$ cat config.mk
export PLATFORM = sky130hd
export DESIGN_NAME = tcau_top
export DESIGN_NICKNAME = d
export VERILOG_FILES = /design/src/tcau_pkg.sv /design/src/tcau_cmp_if.sv /design/src/tcau_match_unit.sv /design/src/tcau_pin_action.sv /design/src/tcau_top.sv
export SDC_FILE = /design/constraint.sdc
export NUM_CORES = 1
export LEC_CHECK = 0
export ABC_CLOCK_PERIOD_IN_PS = 9100
export BUFFER_PORTS_ARGS = -buffer_cell sky130_fd_sc_hd__buf_2
export CAP_MARGIN = 15
export CORE_MARGIN = 1.5
export CORE_UTILIZATION = 63
export CTS_CLUSTER_SIZE = 14
export DETAILED_ROUTE_END_ITERATION = 6
export PLACE_DENSITY = 0.89
export RECOVER_POWER = 50
export SYNTH_ARGS = -nofsm -noshare
export SYNTH_HDL_FRONTEND = slang
export SYNTH_SLANG_ARGS = --single-unit
$ cat constraint.sdc
create_clock -name CLOCK -period 9.1 [get_ports CLOCK]
set_input_delay 0.455 -clock CLOCK [delete_from_list [all_inputs] [get_ports CLOCK]]
set_output_delay 0.455 -clock CLOCK [all_outputs]
set_load 0.01 [all_outputs]
$ cat src/tcau_pkg.sv
// package: register map, field layout, reset values and state of the compare unit
package tcau_pkg;
  localparam int NCH = 6;
  localparam int FINE_BITS = 14;
  // banked port map
  localparam logic [3:0] BANK_TIMER = 4'h2;
  localparam logic [3:0] BANK_MATCH = 4'h3;
  localparam logic [3:0] BANK_ACTION = 4'h4;
  localparam logic [2:0] PORT_CONTROL = 3'h4;
  localparam logic [2:0] PORT_LAST = 3'h5;
  // control bits held here; the timer block owns the rest of the word
  localparam int CTL_PWM = 8;
  localparam int CTL_SEL = 9;
  localparam int CTL_EN = 10;
  localparam int CTL_SHA = 11;
  localparam int CTL_SHB = 12;
  localparam logic [15:0] CTL_MASK = 16'h1f00;
  // action word layout; bits 1..0 reserved and read as zero outside pwm mode
  localparam int ACT_PIN_TOP = 15;
  localparam int ACT_IRQ_A = 2;
  localparam int ACT_IRQ_B = 3;
  localparam logic [15:0] ACT_MASK = 16'hfffc;
  localparam int SHA_PIN = 4;
  localparam int SHB_PIN = 5;
  // values after reset and fixed patterns
  localparam logic [15:0] CTL_RESET = 16'h0000;
  localparam logic [15:0] MATCH_RESET = 16'h0000;
  localparam logic [15:0] ACT_RESET = 16'h0000;
  localparam logic [5:0] PIN_RESET = 6'h00;
  localparam logic [5:0] PIN_ALL = 6'h3f;
  localparam logic [1:0] DELAY_NONE = 2'h0;
  localparam logic [1:0] DELAY_LAST = 2'h1;
  typedef enum logic [1:0] {
    PA_KEEP = 2'b00,
    PA_LOW = 2'b01,
    PA_HIGH = 2'b10,
    PA_FLIP = 2'b11
  } tcau_pin_act_t;
  typedef struct packed {
    logic [15:0] ctl;
    logic [NCH-1:0][15:0] mv;
    logic [NCH-1:0][15:0] act;
    logic [NCH-1:0] pin;
    logic [NCH-1:0] busy;
    logic [NCH-1:0][1:0] cnt;
    logic [15:0] last;
    logic seen;
    logic irq_a;
    logic irq_b;
    logic rs1;
    logic rs2;
    logic [1:0] cap_s1;
    logic [1:0] cap_s2;
    logic [1:0] cap;
    logic [15:0] rd;
  } tcau_state_t;
endpackage

$ cat src/tcau_cmp_if.sv
// operand and result wires between the compare core and its helpers
`timescale 1ns/1ps
interface tcau_cmp_if;
  logic [15:0] timer;
  logic [15:0] period;
  logic [tcau_pkg::NCH-1:0][15:0] mv;
  logic [tcau_pkg::NCH-1:0][15:0] act;
  logic [tcau_pkg::NCH-1:0] pins;
  logic [tcau_pkg::NCH-1:0] full_hit;
  logic [tcau_pkg::NCH-1:0] fine_hit;
  logic period_hit;
  logic [tcau_pkg::NCH-1:0] pins_nxt;
  logic [1:0] irq_req;
  modport core (output timer, period, mv, act, pins,
    input full_hit, fine_hit, period_hit, pins_nxt, irq_req);
  modport cmp (input timer, period, mv, output full_hit, fine_hit, period_hit);
  modport decode (input act, pins, full_hit, output pins_nxt, irq_req);
endinterface

$ cat src/tcau_match_unit.sv
// comparators: full-width and fine compare per channel, plus period end
`timescale 1ns/1ps
module tcau_match_unit (
  // compare operands and results
  tcau_cmp_if.cmp cif
);
  localparam int FB = tcau_pkg::FINE_BITS;
  genvar k;
  // one comparator pair per channel, all running every cycle
  generate
    for (k = 0; k < tcau_pkg::NCH; k = k + 1) begin : g_ch
      assign cif.full_hit[k] = (cif.mv[k] == cif.timer);
      assign cif.fine_hit[k] = (cif.mv[k][15 -: FB] == cif.timer[FB-1:0]);
    end
  endgenerate
  // only the low 14 bits compared, so the upper bits of period and timer are ignored
  assign cif.period_hit = (cif.period[FB-1:0] == cif.timer[FB-1:0]);
endmodule

$ cat src/tcau_pin_action.sv
// normal-mode action decode: pin fields and interrupt requests per match
`timescale 1ns/1ps
module tcau_pin_action (
  // action words, pin levels and match results
  tcau_cmp_if.decode cif
);
  // one pin field applied to one pin level
  function automatic logic apply(input logic [1:0] f, input logic cur);
    logic v;
    v = cur;
    unique case (f)
      tcau_pkg::PA_KEEP: v = cur;
      tcau_pkg::PA_LOW: v = 1'b0;
      tcau_pkg::PA_HIGH: v = 1'b1;
      tcau_pkg::PA_FLIP: v = ~cur;
    endcase
    return v;
  endfunction

  logic [tcau_pkg::NCH-1:0] pins;
  logic [1:0] irq;
  // channels applied in order, so a later channel wins a conflict
  always_comb begin
    pins = cif.pins;
    irq = 2'b00;
    for (int ch = 0; ch < tcau_pkg::NCH; ch++) begin
      if (cif.full_hit[ch]) begin
        for (int p = 0; p < tcau_pkg::NCH; p++) begin
          pins[p] = apply(cif.act[ch][tcau_pkg::ACT_PIN_TOP - 2*p -: 2], pins[p]);
        end
        irq = irq | cif.act[ch][tcau_pkg::ACT_IRQ_B:tcau_pkg::ACT_IRQ_A];
      end
    end
    cif.pins_nxt = pins;
    cif.irq_req = irq;
  end
endmodule

$ cat src/tcau_top.sv
// compare core: banked registers, match sequencing, pwm periods and pin state
`timescale 1ns/1ps
module tcau_top (
  // clock and reset
  input wire logic CLOCK,
  input wire logic SRST,
  // banked register port
  input wire logic [3:0] BANK_ADDR,
  input wire logic [2:0] PORT_ADDR,
  input wire logic WR_STROBE,
  input wire logic RD_STROBE,
  input wire logic [15:0] WR_DATA,
  output logic [15:0] RD_DATA,
  // timers and periods from the timer block, same clock
  input wire logic [15:0] COUNT_UNIT_ONE,
  input wire logic [15:0] COUNT_UNIT_TWO,
  input wire logic [15:0] PERIOD_ONE,
  input wire logic [15:0] PERIOD_TWO,
  output logic RESTART_ONE,
  output logic RESTART_TWO,
  // dedicated compare pins
  output logic [3:0] MATCH_OUTPUT_PIN,
  // shared compare or capture pins
  input wire logic SHARED_PIN_A_IN,
  output logic SHARED_PIN_A_OUT,
  output logic SHARED_PIN_A_OE,
  input wire logic SHARED_PIN_B_IN,
  output logic SHARED_PIN_B_OUT,
  output logic SHARED_PIN_B_OE,
  output logic [1:0] CAPTURE_IN,
  // flag set pulses toward the interrupt flag register
  output logic MATCH_IRQ_A,
  output logic MATCH_IRQ_B
);
  tcau_pkg::tcau_state_t st_r;
  tcau_pkg::tcau_state_t st_nxt;
  tcau_cmp_if cif ();

  logic en;
  logic pwm;
  logic sel_two;
  logic run;
  logic tick;
  logic hit_mv;
  logic hit_act;
  logic hit_ctl;
  logic [2:0] slot;
  logic [15:0] timer;
  logic [15:0] rd_val;

  // bank plus port decode, shared by the write and read paths
  function automatic logic is_reg(input logic [3:0] bank, input logic [3:0] want,
                                  input logic [2:0] port);
    return (bank == want) && (port <= tcau_pkg::PORT_LAST);
  endfunction

  // control state seen by the rest of the logic
  assign en = st_r.ctl[tcau_pkg::CTL_EN];
  assign pwm = st_r.ctl[tcau_pkg::CTL_PWM];
  assign sel_two = st_r.ctl[tcau_pkg::CTL_SEL];
  assign run = en && pwm;
  assign slot = PORT_ADDR;

  // register decode
  assign hit_mv = is_reg(BANK_ADDR, tcau_pkg::BANK_MATCH, PORT_ADDR);
  assign hit_act = is_reg(BANK_ADDR, tcau_pkg::BANK_ACTION, PORT_ADDR);
  assign hit_ctl = (BANK_ADDR == tcau_pkg::BANK_TIMER) && (PORT_ADDR == tcau_pkg::PORT_CONTROL);

  // selected timer and period
  assign timer = sel_two ? COUNT_UNIT_TWO : COUNT_UNIT_ONE;
  assign cif.timer = timer;
  assign cif.period = sel_two ? PERIOD_TWO : PERIOD_ONE;
  assign cif.mv = st_r.mv;
  assign cif.act = st_r.act;
  assign cif.pins = st_r.pin;

  // a prescaled timer holds its value for many clocks; act once per count
  assign tick = !st_r.seen || (timer != st_r.last);

  // comparators
  tcau_match_unit u_match (
    .cif(cif)
  );

  // normal-mode pin field and interrupt decode
  tcau_pin_action u_action (
    .cif(cif)
  );

  // read mux; unmapped ports read as zero
  always_comb begin
    rd_val = 16'h0000;
    if (hit_mv) begin
      rd_val = st_r.mv[slot];
    end else if (hit_act) begin
      rd_val = st_r.act[slot];
    end else if (hit_ctl) begin
      rd_val = st_r.ctl;
    end
  end

  // next state: writes first, then hardware updates which win over them
  always_comb begin
    st_nxt = st_r;
    st_nxt.irq_a = 1'b0;
    st_nxt.irq_b = 1'b0;
    st_nxt.rs1 = 1'b0;
    st_nxt.rs2 = 1'b0;
    // software writes
    if (WR_STROBE && hit_ctl) begin
      st_nxt.ctl = WR_DATA & tcau_pkg::CTL_MASK;
    end
    if (WR_STROBE && hit_act) begin
      // a pwm shadow must carry the quarter delay bits into its match register
      st_nxt.act[slot] = pwm ? WR_DATA : (WR_DATA & tcau_pkg::ACT_MASK);
    end
    if (WR_STROBE && hit_mv) begin
      st_nxt.mv[slot] = WR_DATA;
    end
    // remember the count just evaluated
    if (tick) begin
      st_nxt.last = timer;
      st_nxt.seen = 1'b1;
    end
    // quarter-phase countdown of delayed pwm clears
    for (int k = 0; k < tcau_pkg::NCH; k++) begin
      if (run && st_r.busy[k]) begin
        if (st_r.cnt[k] == tcau_pkg::DELAY_LAST) begin
          st_nxt.pin[k] = 1'b0;
          st_nxt.busy[k] = 1'b0;
        end else begin
          st_nxt.cnt[k] = st_r.cnt[k] - 2'h1;
        end
      end
    end
    // match evaluation, applied at the end of the matching cycle
    if (en && tick && !pwm) begin
      st_nxt.pin = cif.pins_nxt;
      st_nxt.irq_a = cif.irq_req[0];
      st_nxt.irq_b = cif.irq_req[1];
    end
    if (run && tick) begin
      for (int k = 0; k < tcau_pkg::NCH; k++) begin
        if (cif.fine_hit[k]) begin
          if (st_r.mv[k][1:0] == tcau_pkg::DELAY_NONE) begin
            st_nxt.pin[k] = 1'b0;
          end else begin
            st_nxt.busy[k] = 1'b1;
            st_nxt.cnt[k] = st_r.mv[k][1:0];
          end
        end
      end
      st_nxt.irq_a = cif.fine_hit[tcau_pkg::SHA_PIN];
      st_nxt.irq_b = cif.fine_hit[tcau_pkg::SHB_PIN];
      // period end restarts the frame and loads every shadow
      if (cif.period_hit) begin
        st_nxt.pin = tcau_pkg::PIN_ALL;
        st_nxt.busy = '0;
        st_nxt.mv = st_r.act;
        st_nxt.rs1 = !sel_two;
        st_nxt.rs2 = sel_two;
      end
    end
    // disabled: everything held quiet, writes to match registers lost
    if (!en) begin
      st_nxt.pin = tcau_pkg::PIN_RESET;
      st_nxt.mv = '0;
      st_nxt.busy = '0;
      st_nxt.seen = 1'b0;
      st_nxt.irq_a = 1'b0;
      st_nxt.irq_b = 1'b0;
    end
    // shared pin inputs pass two flops before use; gated off while driving
    st_nxt.cap_s1 = {SHARED_PIN_B_IN, SHARED_PIN_A_IN};
    st_nxt.cap_s2 = st_r.cap_s1;
    st_nxt.cap = st_r.cap_s2 & ~{st_r.ctl[tcau_pkg::CTL_SHB], st_r.ctl[tcau_pkg::CTL_SHA]};
    // read data is captured on the strobe and held until the next one
    if (RD_STROBE) begin
      st_nxt.rd = rd_val;
    end
  end

  // state register; reset values are constants only
  always_ff @(posedge CLOCK) begin
    if (SRST) begin
      st_r <= '0;
      st_r.ctl <= tcau_pkg::CTL_RESET;
      st_r.mv <= {tcau_pkg::NCH{tcau_pkg::MATCH_RESET}};
      st_r.act <= {tcau_pkg::NCH{tcau_pkg::ACT_RESET}};
      st_r.pin <= tcau_pkg::PIN_RESET;
    end else begin
      st_r <= st_nxt;
    end
  end

  // outputs straight from the state register
  assign RD_DATA = st_r.rd;
  assign RESTART_ONE = st_r.rs1;
  assign RESTART_TWO = st_r.rs2;
  assign MATCH_OUTPUT_PIN = st_r.pin[3:0];
  assign SHARED_PIN_A_OUT = st_r.pin[tcau_pkg::SHA_PIN];
  assign SHARED_PIN_A_OE = st_r.ctl[tcau_pkg::CTL_SHA];
  assign SHARED_PIN_B_OUT = st_r.pin[tcau_pkg::SHB_PIN];
  assign SHARED_PIN_B_OE = st_r.ctl[tcau_pkg::CTL_SHB];
  assign CAPTURE_IN = st_r.cap;
  assign MATCH_IRQ_A = st_r.irq_a;
  assign MATCH_IRQ_B = st_r.irq_b;
endmodule

==> impl_metrics.ini <==
[status]
status = finished with violations
violations = max-capacitance violations, max-slew violations

[placement]
hpwl_um = 40700
routabilityCongestion = 1.03
portBuffers = 118

[yosys]
synth_top_area_frac = 0.338
netlist_area_sq_um = 15600
synth_simple_gate_area_share = 0.232
asyncSetResetFlopFracSynth = 0
synth_top_family_by_area = simple AND/OR/NAND/NOR gates
synth-seq-cells = 264
synth_flop_cell = dfxtp_1
synthMostInstantiatedCell = nand2_1
synthXorXnorAreaFrac = 0.118
synth_fa_ha_area_frac = 0.00960
yosys-top-cells-count = 382 x nand2_1, 264 x dfxtp_1, 193 x nor2_1
synth_area_per_cell_sq_um = 7.78
synth_cells = 2010
synth_area_leaders = dfxtp_1 34%, nand2_1 9.2%, xnor2_1 7.3%
synthesis.nets = 2115
synth-compound-area-share = 0.200
synth_seq_area_share = 0.338
muxShareOfSynthArea = 0.0426
yosys.area.top_type = dfxtp_1
ys_types = 66
synth_enable_flop_cells = 0
yosysWarnings = 0

[timing]
fmax_mhz = 179
slew_viol_final = 154
finalCritPeriodShare = 0.613
tightest_slew_ns = 3.66
slew_headroom = -1.44
fin_worst_skew_ns = 0.0194
timing.hold.ws_ns = 0.104
hold_viol = 0
rsz0062_at_grt = false
fin_crit_ns = 5.58
setup_viol = 0
tns_ns = 0

[floorplanning]
start_util = 0.643
die_area_sq_um = 25800
die_y_um = 161
io_pins = 123
chipWidth_um = 161
core_region_area_sq_um = 24300
rows = 57

[layout]
fin_nets = 2109
syn2layout_area_growth_pct = 8.19
post-route-util = 0.696
drive_above_1_share = 0.0974

[setup_path]
path_buf_inv = 3
cp_max_fo = 81
cpPeakStageDelay_ns = 2.73
cp_common_cell = clkbuf_1
critical_path_class = in2reg
worst_path_dominant_cell_family = buffers and inverters
cp_slowest_cell = clkbuf_1
crit_chain = clkbuf_1 > clkbuf_1 > clkbuf_1 > nor2_1
cp.arrival_ns = 5.86
crit_path_end_kind = flop
start_kind = input port
worst-endpoint-required_ns = 9.38

[clock_network]
cts_max_level = 1
cts_tree = built
cts_buffers = 28
worstSkewPairLatency_ns = 0.57
cts-root-buf = clkbuf_16
path_clk_slew_ns = 0.06
cts.sinks = 264
cts.path.max_buffers = 3
holdBufCountCts = 0
cts-resized-gates = 0
cts_setup_buffers = 0

[global_route]
grt_pass1_vias = 15300
grt_max_degree = 197
grt_overflow = 0
antenna_found_initial = 6
grt_first_pass_wirelength_um = 91700
gr-usage-all-layers = 0.463

[power_and_ir_drop]
total_leakage_power_nw = 5.68
vdd_drop_max_uv = 135
powerDensity_nw_per_um2 = 147
finalPower_mw = 2.49

[routing]
via_count = 16300
ant_nets = 0
via_per_inst = 6.92
wirelength_um = 60800
drcViolationCount = 0
firstDrtPassIters = 7
wire_per_inst_um = 25.8
drt_iter0_markers = 2611

[hold_path]
hp-class = in2reg

[flow_run]
maxCapViolations = 2
[state kept, by name, indices dropped and copies added, names as in the netlist, 2 cells and up]
signal,flops
cif.act,96
cif.pins,6
st_nxt,2
cif.mv,96
RD_DATA,16
st_r,37
CAPTURE_IN,2
[path summary, 6_finish.rpt]
path / end / from / slack, ns / cells after the start
worst max-delay path: RD_DATA[2] / SRST / 3.52 / 4
worst min-delay path: st_nxt[19] / SHARED_PIN_B_IN / 0.10 / 2
worst max register to register: cif.pins[2] / sel_two / 3.72 / 11
worst min register to register: st_r[18] / st_nxt[18] / 0.44 / 1
[logic make-up after synthesis]
logic type | count (synthesis)
DFF | 264
muxes | 50
AOI/OAI and AO/OA | 446
and+or+nand+nor | 826
xor gates and xnor gates | 210
buffers and inverters | 202
adders and majority gates | 12
[per-layer routing]
layer  share of wire  vias to the layer above  GRT usage
met1            0.36                     7445      0.583
met2            0.41                     1369      0.687
met3            0.15                      356      0.134
met4           0.079                        4      0.313
met5         0.00038                        -          0
li1                -                     7110          -
[placed cells by master (no fill, tap or decap), types with 12 or more instances in the layout]
cell type	instances
o21ai_0	26
nor4_1	32
clkbuf_1	40
a221oi_1	29
a21oi_1	130
dfxtp_1	263
nand3_1	128
mux2i_1	27
xor2_1	79
and2_1	22
buf_2	87
nand2_1	382
a311oi_1	96
clkbuf_16	28
xnor2_1	131
nor2_1	192
ha_1	12
nand4_1	19
inv_1	16
buf_4	29
a211oi_1	12
a22oi_1	88
[power breakdown]
group,leakage [nW],internal [mW],switching [mW],total (mW)
clock,0.441,0.642,0.480,1.12
combinational,3.11,0.0648,0.132,0.197
sequential,2.13,1.16,0.00504,1.17
total,5.68,1.87,0.618,2.49
[worst register-to-register path, stage by stage, from the launching register on]
cell and delay [ns]:
dfxtp_2 0.34, buf_4 0.58, mux2i_4 0.92, xnor2_1 0.14
nor4_1 0.32, nand4_1 0.21, o21ai_1 0.78, or3_4 0.28
buf_12 0.46, inv_1 0.45, o21ai_0 0.66, a31oi_1 0.09
[final cells by class]
type	count	area, sq um
timing repair buffer	150	797
inverter	16	60.1
multi-input combinational	1544	9460
clock buffer	41	810
tap	324	405
fill	1984	7400
antenna	5	12.5
sequential	264	5290
clock inverter	8	83.8
[per-stage QoR]
step	worst slack [ns]	area, sq um	instances
finish	3.52	16900	2352
global route	3.19	16900	2352
CTS	3.98	17000	2347
detailed placement	3.98	16100	2298
global placement	4.09	16100	2298
floorplan	6.07	15600	2010
Note: power is estimated with default switching activity, not from simulation.
